==> src/ssrp_consts.vh <==
// constants for the synchronous sram read port
`ifndef SSRP_CONSTS_VH
`define SSRP_CONSTS_VH

// data word width of one beat on the output pins (narrow part; wide part uses 36)
`define SSRP_Q_W 18
// words per read burst
`define SSRP_BURST_LEN 4
// bits of one whole burst held in the buffer
`define SSRP_BURST_W 72
// read address width
`define SSRP_ADDR_W 18
// beats still to go after the first one of a burst
`define SSRP_BEATS_AFTER_FIRST 3'h3
// slot of the launch line for 2.5 cycle latency (five half edges)
`define SSRP_SLOT_PLL 3'h4
// slot of the launch line for 1 cycle latency (two half edges)
`define SSRP_SLOT_BYP 3'h1
// length of the launch line
`define SSRP_LAUNCH_W 5
// system clock period in ns
`define SSRP_SYS_CLK_NS 10
// bypass mode upper clock rate in mhz, kept for the bench
`define SSRP_BYPASS_MAX_MHZ 167

`endif

==> src/ssrp_read_port.v <==
// read port of a burst synchronous sram: select, latency, ddr bursts, valid flag, echo clocks
`include "ssrp_consts.vh"

module ssrp_read_port (
   // system clock and reset
   input wire sys_clk_i,
   input wire rst_n_i,
   // input clock pair from the host
   input wire k_i,
   input wire k_n_i,
   // read request from the host
   input wire read_port_select_n_i,
   input wire [`SSRP_ADDR_W-1:0] addr_i,
   input wire pll_bypass_n_i,
   // fetch request to the memory core
   output reg fetch_req_o,
   output reg [`SSRP_ADDR_W-1:0] fetch_addr_o,
   // burst returned by the memory core
   input wire burst_valid_i,
   output wire burst_ready_o,
   input wire [`SSRP_BURST_W-1:0] burst_data_i,
   // read data pins
   output reg [`SSRP_Q_W-1:0] q_o,
   output reg q_oe_o,
   output reg read_valid_flag_o,
   // echo clock pair
   output reg echo_timing_out_o,
   output reg echo_timing_out_n_o
);

   // reset release
   // the pin reset stops the design at once; its release is retimed so no flop leaves reset early

   reg rst_meta_reg; // first reset stage
   reg rst_sync_reg; // released reset used by the design
   wire rst_n; // synchronised active-low reset

   // assert at once, release through two flops
   always @(posedge sys_clk_i or negedge rst_n_i)
   begin
      if (!rst_n_i)
      begin
         rst_meta_reg <= 1'b0;
         rst_sync_reg <= 1'b0;
      end
      else
      begin
         rst_meta_reg <= 1'b1;
         rst_sync_reg <= rst_meta_reg;
      end
   end

   assign rst_n = rst_sync_reg;

   // pin sampling
   // clocks, select, bypass and address are all asynchronous here, so each passes two flops

   wire [3:0] pins_s; // synchronised pins: k, k_n, select_n, bypass_n
   wire k_s; // primary clock level
   wire kn_s; // inverted clock level
   wire sel_n_s; // select level, active low
   wire byp_n_s; // bypass level, active low
   wire [`SSRP_ADDR_W-1:0] addr_s; // synchronised address

   ssrp_sync2 #(
      .W(4)
   ) u_pin_sync (
      .clk_i(sys_clk_i),
      .rst_n_i(rst_n),
      .d_i({k_i, k_n_i, read_port_select_n_i, pll_bypass_n_i}),
      .q_o(pins_s)
   );

   ssrp_sync2 #(
      .W(`SSRP_ADDR_W)
   ) u_addr_sync (
      .clk_i(sys_clk_i),
      .rst_n_i(rst_n),
      .d_i(addr_i),
      .q_o(addr_s)
   );

   assign k_s = pins_s[3];
   assign kn_s = pins_s[2];
   assign sel_n_s = pins_s[1];
   assign byp_n_s = pins_s[0];

   // edge finding on the input clock pair
   // edges come from the synchronised levels, so they lag the pins by two or three cycles

   reg k_d_reg; // primary clock one cycle back
   reg kn_d_reg; // inverted clock one cycle back
   wire k_rise; // primary clock rising edge seen
   wire kn_rise; // inverted clock rising edge seen
   wire half_edge; // any launch edge

   // delayed copies taken from the synchronised levels only
   always @(posedge sys_clk_i or negedge rst_n)
   begin
      if (!rst_n)
      begin
         k_d_reg <= 1'b0;
         kn_d_reg <= 1'b0;
      end
      else
      begin
         k_d_reg <= k_s;
         kn_d_reg <= kn_s;
      end
   end

   assign k_rise = k_s & ~k_d_reg;
   assign kn_rise = kn_s & ~kn_d_reg;
   assign half_edge = k_rise | kn_rise;

   // request capture
   // a read is taken only on a primary edge, and never on two primary edges in a row

   reg last_acc_reg; // a read was taken at the previous primary edge
   wire accept; // read taken at this primary edge
   wire [2:0] slot; // launch slot for the current latency mode

   // select sampled low on a primary edge starts a read, unless the last edge did
   assign accept = k_rise & ~sel_n_s & ~last_acc_reg;

   // bypass low picks the one cycle legacy timing, high the pll timing
   assign slot = byp_n_s ? `SSRP_SLOT_PLL : `SSRP_SLOT_BYP;

   // remember whether a read was taken, updated on primary edges only
   always @(posedge sys_clk_i or negedge rst_n)
   begin
      if (!rst_n)
         last_acc_reg <= 1'b0;
      else if (k_rise)
         last_acc_reg <= accept;
   end

   // fetch request to the core, one cycle pulse with the address
   always @(posedge sys_clk_i or negedge rst_n)
   begin
      if (!rst_n)
      begin
         fetch_req_o <= 1'b0;
         fetch_addr_o <= {`SSRP_ADDR_W{1'b0}};
      end
      else
      begin
         fetch_req_o <= accept;
         if (accept)
            fetch_addr_o <= addr_s;
      end
   end

   // burst buffer between core and pins
   // two entries let the core hand a burst back early without waiting for the pins

   wire buf_valid; // a whole burst is waiting
   wire [`SSRP_BURST_W-1:0] buf_data; // head burst
   wire buf_pop; // burst taken for launch

   ssrp_fifo2 #(
      .W(`SSRP_BURST_W)
   ) u_burst_buf (
      .clk_i(sys_clk_i),
      .rst_n_i(rst_n),
      .in_valid_i(burst_valid_i),
      .in_ready_o(burst_ready_o),
      .in_data_i(burst_data_i),
      .out_ready_i(buf_pop),
      .out_valid_o(buf_valid),
      .out_data_o(buf_data)
   );

   // launch line: counts half edges from the request to the first beat
   // a one-hot bit walks down once per half edge; the slot it starts in sets the latency

   reg [`SSRP_LAUNCH_W-1:0] launch_reg; // one bit per pending burst start
   reg [`SSRP_LAUNCH_W-1:0] launch_next; // next launch line
   wire launch; // first beat due at this half edge
   wire start; // first beat really launched

   assign launch = half_edge & launch_reg[0];
   // a burst whose data never arrived is dropped rather than sent as junk
   assign start = launch & buf_valid;
   assign buf_pop = start;

   // shift once per half edge, drop a new request in at its latency slot
   always @*
   begin
      launch_next = launch_reg;
      if (half_edge)
         launch_next = launch_reg >> 1;
      if (accept)
         launch_next = launch_next | ({{(`SSRP_LAUNCH_W-1){1'b0}}, 1'b1} << slot);
   end

   // hold the launch line
   always @(posedge sys_clk_i or negedge rst_n)
   begin
      if (!rst_n)
         launch_reg <= {`SSRP_LAUNCH_W{1'b0}};
      else
         launch_reg <= launch_next;
   end

   // beat engine: four words, one per half edge, lowest word first
   // the burst is held whole and shifted down, so no word index is needed

   reg [`SSRP_BURST_W-1:0] words_reg; // words still to be sent
   reg [2:0] left_reg; // beats still to be sent after the current one
   wire more; // a burst is in progress

   // a pending burst runs to its end whatever select does now
   assign more = (left_reg != 3'h0);

   // load a new burst or step the running one
   always @(posedge sys_clk_i or negedge rst_n)
   begin
      if (!rst_n)
      begin
         words_reg <= {`SSRP_BURST_W{1'b0}};
         left_reg <= 3'h0;
      end
      else if (start)
      begin
         words_reg <= buf_data >> `SSRP_Q_W;
         left_reg <= `SSRP_BEATS_AFTER_FIRST;
      end
      else if (half_edge & more)
      begin
         words_reg <= words_reg >> `SSRP_Q_W;
         left_reg <= left_reg - 3'h1;
      end
   end

   // output pins: data, drive enable, valid flag
   // a late pin change here would break the alignment the host relies on

   // every pin changes only on a half edge, so all stay aligned with the echo clocks
   always @(posedge sys_clk_i or negedge rst_n)
   begin
      if (!rst_n)
      begin
         q_o <= {`SSRP_Q_W{1'b0}};
         q_oe_o <= 1'b0;
         read_valid_flag_o <= 1'b0;
      end
      else if (start)
      begin
         // first word of a new burst
         q_o <= buf_data[`SSRP_Q_W-1:0];
         q_oe_o <= 1'b1;
         read_valid_flag_o <= 1'b1;
      end
      else if (half_edge & more)
      begin
         // next word of the running burst
         q_o <= words_reg[`SSRP_Q_W-1:0];
         q_oe_o <= 1'b1;
         read_valid_flag_o <= 1'b1;
      end
      else if (half_edge)
      begin
         // no beat here: flag drops at once
         read_valid_flag_o <= 1'b0;
         // release the pins only on an inverted clock edge
         if (kn_rise)
            q_oe_o <= 1'b0;
      end
   end

   // echo clocks
   // one flop of delay keeps the echo edges in step with the data launch

   // copies of the synchronised pair, running whether or not a read is on;
   // the host is expected to capture data and flag against these
   always @(posedge sys_clk_i or negedge rst_n)
   begin
      if (!rst_n)
      begin
         echo_timing_out_o <= 1'b0;
         echo_timing_out_n_o <= 1'b0;
      end
      else
      begin
         echo_timing_out_o <= k_s;
         echo_timing_out_n_o <= kn_s;
      end
   end

endmodule // ssrp_read_port

==> src/ssrp_sync2.v <==
// two flip-flop synchroniser for pin inputs
module ssrp_sync2 #(
   parameter W = 1
) (
   // clock and reset
   input wire clk_i,
   input wire rst_n_i,
   // asynchronous level in, synchronised level out
   input wire [W-1:0] d_i,
   output wire [W-1:0] q_o
);

   reg [W-1:0] meta_reg; // first stage, read only by the second
   reg [W-1:0] sync_reg; // second stage, safe to use

   // plain two stage capture
   always @(posedge clk_i or negedge rst_n_i)
   begin
      if (!rst_n_i)
      begin
         meta_reg <= {W{1'b0}};
         sync_reg <= {W{1'b0}};
      end
      else
      begin
         meta_reg <= d_i;
         sync_reg <= meta_reg;
      end
   end

   assign q_o = sync_reg;

endmodule // ssrp_sync2

==> src/ssrp_fifo2.v <==
// two-entry buffer with valid and ready on both sides
module ssrp_fifo2 #(
   parameter W = 72
) (
   // clock and reset
   input wire clk_i,
   input wire rst_n_i,
   // filling side
   input wire in_valid_i,
   output wire in_ready_o,
   input wire [W-1:0] in_data_i,
   // draining side
   input wire out_ready_i,
   output wire out_valid_o,
   output wire [W-1:0] out_data_o
);

   reg [W-1:0] mem_reg [0:1]; // the two entries
   reg wr_ptr_reg; // next entry to fill
   reg rd_ptr_reg; // next entry to drain
   reg [1:0] count_reg; // entries held
   reg in_ready_reg; // not full, kept as a flop
   reg out_valid_reg; // not empty, kept as a flop
   wire push; // word accepted
   wire pop; // word taken
   reg [1:0] count_next; // count after this edge

   assign push = in_valid_i & in_ready_reg;
   assign pop = out_ready_i & out_valid_reg;

   // next occupancy
   always @*
   begin
      count_next = count_reg;
      if (push & !pop)
         count_next = count_reg + 2'h1;
      else if (pop & !push)
         count_next = count_reg - 2'h1;
   end

   // pointers, count and flags
   always @(posedge clk_i or negedge rst_n_i)
   begin
      if (!rst_n_i)
      begin
         wr_ptr_reg <= 1'b0;
         rd_ptr_reg <= 1'b0;
         count_reg <= 2'h0;
         in_ready_reg <= 1'b0;
         out_valid_reg <= 1'b0;
      end
      else
      begin
         if (push)
            wr_ptr_reg <= ~wr_ptr_reg;
         if (pop)
            rd_ptr_reg <= ~rd_ptr_reg;
         count_reg <= count_next;
         in_ready_reg <= (count_next != 2'h2);
         out_valid_reg <= (count_next != 2'h0);
      end
   end

   // storage needs no reset
   always @(posedge clk_i)
   begin
      if (push)
         mem_reg[wr_ptr_reg] <= in_data_i;
   end

   assign in_ready_o = in_ready_reg;
   assign out_valid_o = out_valid_reg;
   assign out_data_o = mem_reg[rd_ptr_reg];

endmodule // ssrp_fifo2

==> config.mk <==
export PLATFORM = sky130hd
export DESIGN_NAME = ssrp_read_port
export DESIGN_NICKNAME = d
export VERILOG_FILES = /design/src/ssrp_read_port.v /design/src/ssrp_sync2.v /design/src/ssrp_fifo2.v
export VERILOG_INCLUDE_DIRS = /design/src
export SDC_FILE = /design/constraint.sdc
export NUM_CORES = 1
export LEC_CHECK = 0
export ABC_AREA = 0
export ABC_CLOCK_PERIOD_IN_PS = 14100
export BUFFER_PORTS_ARGS = -buffer_cell sky130_fd_sc_hd__buf_2
export CAP_MARGIN = 0
export CORE_ASPECT_RATIO = 0.6
export CORE_MARGIN = 4
export CORE_UTILIZATION = 40
export CTS_BUF_LIST = sky130_fd_sc_hd__clkbuf_4
export DETAILED_ROUTE_END_ITERATION = 7
export SYNTH_ARGS = -nofsm -noshare
export SYNTH_HDL_FRONTEND = slang
export SYNTH_HIERARCHICAL = 1
export SYNTH_SLANG_ARGS = --single-unit
==> constraint.sdc <==
create_clock -name sys_clk_i -period 14.1 [get_ports sys_clk_i]
set_input_delay 4.23 -clock sys_clk_i [delete_from_list [all_inputs] [get_ports sys_clk_i]]
set_output_delay 4.23 -clock sys_clk_i [all_outputs]
set_load 0.03 [all_outputs]
Word-level counts from Yosys, hierarchy flattened
Memory sizes are Yosys's and may differ from the RTL's.
Cells that the tools add are included.
{"block": "totals", "wordCells": 75, "regBits": 174, "inputBits": 97, "output_inout_bits": 42, "mem_count": 1, "ram_bits": 144}
{"name": "u_burst_buf.mem_reg", "depth": 2, "word_bits": 72, "read_ports": 1, "rd_clocked_by_memory_dff": 0, "wr": 1, "line_no": "ssrp_fifo2.v:18", "source": "reg [W-1:0] mem_reg [0:1];"}
{"block": "op_classes", "n_addsub": 3, "mux": 20, "shifts": 1, "bitwise_logic": 19, "n_reduce_logical": 8, "n_eq_ne": 1}
{"operator": "$mux 72", "count": 2}
{"operator": "$mux 18", "count": 2}
{"operator": "$and 1x1->1", "count": 11}
{"operator": "$mux 5", "count": 2}
{"operator": "$mux 1", "count": 9}
{"operator": "$mux 3", "count": 3}
{"operator": "$reduce_bool 3->1", "count": 3}
{"operator": "$not 1->1", "count": 6}
{"operator": "$or 5x5->5", "count": 1}
{"operator": "$shl 1x3->5 const A", "count": 1}
{"operator": "$mux 2", "count": 2}
{"operator": "$reduce_bool 2->1", "count": 2}
{"operator": "$sub 3x1->3 const B", "count": 1}
{"operator": "$add 2x1->2 const B", "count": 1}
{"operator": "$logic_not 1->1", "count": 2}
{"operator": "$ne 2x2->1 const B", "count": 1}
{"operator": "$reduce_and 2->1", "count": 1}
{"operator": "$sub 2x1->2 const B", "count": 1}
{"operator": "$or 1x1->1", "count": 1}

Logic depth before layout (Yosys ltp)
{"block": "logic_depth", "word_depth": 10, "ltp_mapped": 11}

Modules after synthesis
The synthesis kept the hierarchy.
{"mod": "ssrp_fifo2", "instances": 1, "cells_per_inst": 252, "seq_area_each_um2": 4474.3, "area_per_inst_um2": 5527.8}
{"mod": "ssrp_read_port", "instances": 1, "cells_per_inst": 381, "seq_area_each_um2": 2652.5, "area_per_inst_um2": 4448.0}
{"mod": "ssrp_sync2 at u_addr_sync", "instances": 1, "cells_per_inst": 36, "seq_area_each_um2": 900.9, "area_per_inst_um2": 900.9}
{"mod": "ssrp_sync2 at u_pin_sync", "instances": 1, "cells_per_inst": 8, "seq_area_each_um2": 200.2, "area_per_inst_um2": 200.2}

Worst setup path after synthesis
No wires, ideal clock.
{"block": "synth_timing", "path_type": "input port to flip-flop", "start": "input burst_valid_i", "end": "memory u_burst_buf.mem_reg[0][0], enable pin", "setup_slack_ns": 6.232, "n_path_buf": 0, "stages": 2, "t_required_ns": 13.597, "arrival_time_ns": 7.366, "path_cell_list": "nand2_1 > nor2_1"}
{"block": "synth_between", "elab_chain_cells": 3}
{"item": "start, declared", "line_no": "ssrp_read_port.v:19", "source": "input wire burst_valid_i,"}
{"item": "$and 1x1->1", "line_no": "ssrp_fifo2.v:28", "source": "assign push = in_valid_i & in_ready_reg;"}
{"item": "$mux 1", "line_no": "ssrp_fifo2.v:67", "source": "if (push)"}
{"item": "$mux 1 (implied by the code)", "line_no": "ssrp_fifo2.v:68", "source": "mem_reg[wr_ptr_reg] <= in_data_i;"}
{"item": "end, declared", "line_no": "ssrp_fifo2.v:18"}
No other way between the ends.

==> impl_metrics.yaml <==
detailed_routing:
  vias_per_cell: 4.95
  drc: 0
  ant_nets: 0
  first_iter_violations: 396
  drt_first_pass_iters: 5
  dr_total_vias: 6281
  dr_wl_met2_mm: 10.3
  wl_met1_mm: 12.1
  wl_mm: 24.3
  dr.max_layer_used: "met4"
  wl_per_cell_um: 19.1
  met3_length_mm: 1.52
clock_network:
  cts_hold_buf: 0
  clock-root-buffer: "clkbuf_4"
  cts_buffer_depth: 3
  cts_htree_levels: 3
  cts_tree: "yes"
  cts_num_sinks: 300
  clk_pin_slew_ns: 0.07
  cts_setup_buffers: 0
  cts_resized: 0
  cts_buffers: 72
  clk_latency_ns: 0.67
placed_design:
  placed_area_mm2: 0.0120
  post-place-ws_ns: 8.25
  dp_hpwl_mm: 14.9
  port_buffers: 138
  gp_congestion: 0.754
critical_path:
  rr_worst_depth: 9
  path_delay_family: "flip-flops"
  cpMaxStageDelayCell: "dfrtp_1"
  critPathRequiredTime_ns: 9.87
  reg2reg_to: "u_burst_buf/count_reg[1]"
  r2r-start: "echo_timing_out_n_o"
  cp-start-kind: "register"
  worstSetupPathType: "register to output port"
  crit_fanout: 2
  critPathBufInv: 1
  worstPathArrival_ns: 1.29
  cp_slowest_stage_delay_ns: 0.40
  cp-end-kind: "output port"
  rrSetupSlack_ns: 11.15
  worstPathCellList: "buf_2"
global_route:
  global_route.usage.total: 0.163
  antenna_found_initial: 0
  grt_max_degree: 75
  grt_pass1_wl_mm: 37.9
  first_global_vias: 6519
  grt_overflow: 0
die:
  dieArea_mm2: 0.0305
  io_pins: 139
  fp.dieW_um: 223
  start_util: 0.413
  core_mm2: 0.0268
  die_y_um: 137
  num_rows: 46
yosys:
  synthCells: 677
  syn-cell-area_mm2: 0.0111
  syn-num-nets: 776
  ys_types: 45
  synth_warnings: 6
  syn_area_per_cell_um2: 16.4
  async_reset_ff_frac: 0.520
  synth_seq_cells: 300
  synth_edf_count: 144
  yosysSeqAreaShare: 0.743
  ys.flop_type: "dfrtp_1"
power:
  netSwitchingFraction: 0.316
  p_per_area_mw_per_mm2: 207
  p_leak_nw: 5.33
  p_clk_frac: 0.274
  p_int_mw: 1.84
  power.switching_mw: 0.849
  irDropWorstVdd_mv: 0.104
  comb_power_share: 0.254
  power_frac_seq: 0.472
final_layout:
  design_area_mm2: 0.0130
  regArea_mm2: 0.00823
  final.fill_count: 2384
  multiInputGateArea_mm2: 0.00257
  drive_gt1_frac: 0.416
  area_growth_pct: 17.1
  nNetsFinal: 959
  finish.utilization: 0.484
  largest_register_ffs: 144
timing:
  setup_violations: 0
  timing.hold.ws_ns: 0.157
  drv_slew: 0
  tns_ns: 0
  finalHoldViolations: 0
  min_period_ns: 5.52
  fin_ws_ns: 8.58
  relSlewSlack: 0.228
  finalCritPeriodShare: 0.391
  max_freq_ghz: 0.181
  skew_ns: 0.0329
  tightest_slew_ns: 1.15
  rsz0062_at_grt: "false"
hold_path:
  hp-class: "register to async pin"
outcome:
  status: "completed"
job:
  maxCapViolCount: 0
final cells by class:
type,instances,area share
antenna,1,0.000193
clock buffer,116,0.0671
clock inverter,7,0.00637
inverter,5,0.00145
multi-input combinational,336,0.198
sequential,300,0.635
tap,360,0.0347
timing repair buffer,145,0.0573
worst register-to-register path: stages (launching register included):
cell      delay (ns)
dfrtp_1         0.38
nand2b_2        0.27
nand2_4         0.33
nand3_2         0.11
buf_4           0.31
inv_2           0.32
buf_4           0.50
and2_4          0.28
mux2i_1         0.22
xor2_1          0.15
cell usage after synthesis, types with 2 or more instances:
cell / count / area (µm²)
dfrtp_1: 156 / 3900
edfxtp_1: 144 / 4320
mux2_2: 88 / 991
a21oi_1: 55 / 275
nand2_1: 54 / 203
a2bb2oi_1: 29 / 254
nor2_1: 25 / 93.8
o22ai_1: 20 / 125
a22o_1: 19 / 166
buf_6: 16 / 180
buf_2: 11 / 55.1
a2bb2oi_2: 6 / 90.1
clkbuf_1: 5 / 18.8
xnor2_1: 5 / 43.8
buf_4: 4 / 30.0
inv_1: 4 / 15.0
nor2b_1: 3 / 18.8
a211oi_1: 2 / 15.0
ha_1: 2 / 25.0
mux2_1: 2 / 22.5
nor3_1: 2 / 10.0
nor3b_1: 2 / 15.0
worst max-delay path by stage:
stage          cells after the start          start                         end  slack, ns
2_1_floorplan                      2  burst_valid_i   u_burst_buf/mem_reg[0][0]       6.23
3_3_place_gp                       4  burst_valid_i  u_burst_buf/mem_reg[0][48]       8.25
3_5_place_dp                       4  burst_valid_i  u_burst_buf/mem_reg[0][45]       8.25
4_1_cts                            1        q_o[13]                     q_o[13]       8.49
5_1_grt                            1        q_o[13]                     q_o[13]       8.43
6_report                           1        q_o[13]                     q_o[13]       8.58
placed cells by master, fill, tap and decap left out, types with 6 or more instances in the layout:
master,synthesis,final
a2bb2oi_1,29,29
o22ai_1,20,20
a2bb2oi_2,6,6
buf_4,4,7
nand2_1,54,54
edfxtp_1,144,144
mux2_2,88,88
a21oi_1,55,55
clkbuf_4,0,116
nor2_1,25,24
dfrtp_1,156,154
a22o_1,19,19
buf_2,11,138
logic make-up after synthesis:
family | synth area share
xor+xnor | 0.00474
flops | 0.743
fa+ha+maj | 0.00226
buf+inv | 0.0273
simple gates | 0.0402
other cells | 0.000339
compound gates | 0.0899
mux | 0.0924
per-layer routing:
| metal | global-route usage | vias to the layer above |
|---|---|---|
| li1 | - | 2923 |
| met2 | 0.219 | 179 |
| met5 | 0 | - |
| met1 | 0.253 | 3135 |
| met3 | 0.0452 | 44 |
| met4 | 0.0537 | 0 |
metrics by stage:
step                      std cells  power [mW]
after floorplan                 677        1.79
after detailed placement       1146        1.98
final                          1270        2.69
after global routing           1269        2.86
after global placement         1146        1.97
after CTS                      1269        2.73
power groups by stage:
stage	Combinational [mW]	Clock (mW)	Sequential, mW
2_1_floorplan	0.456	0	1.33
3_3_place_gp	0.689	0	1.28
3_5_place_dp	0.693	0	1.29
4_1_cts	0.696	0.764	1.27
5_1_grt	0.749	0.814	1.29
6_report	0.683	0.735	1.27
(Power assumes the default switching activity.)
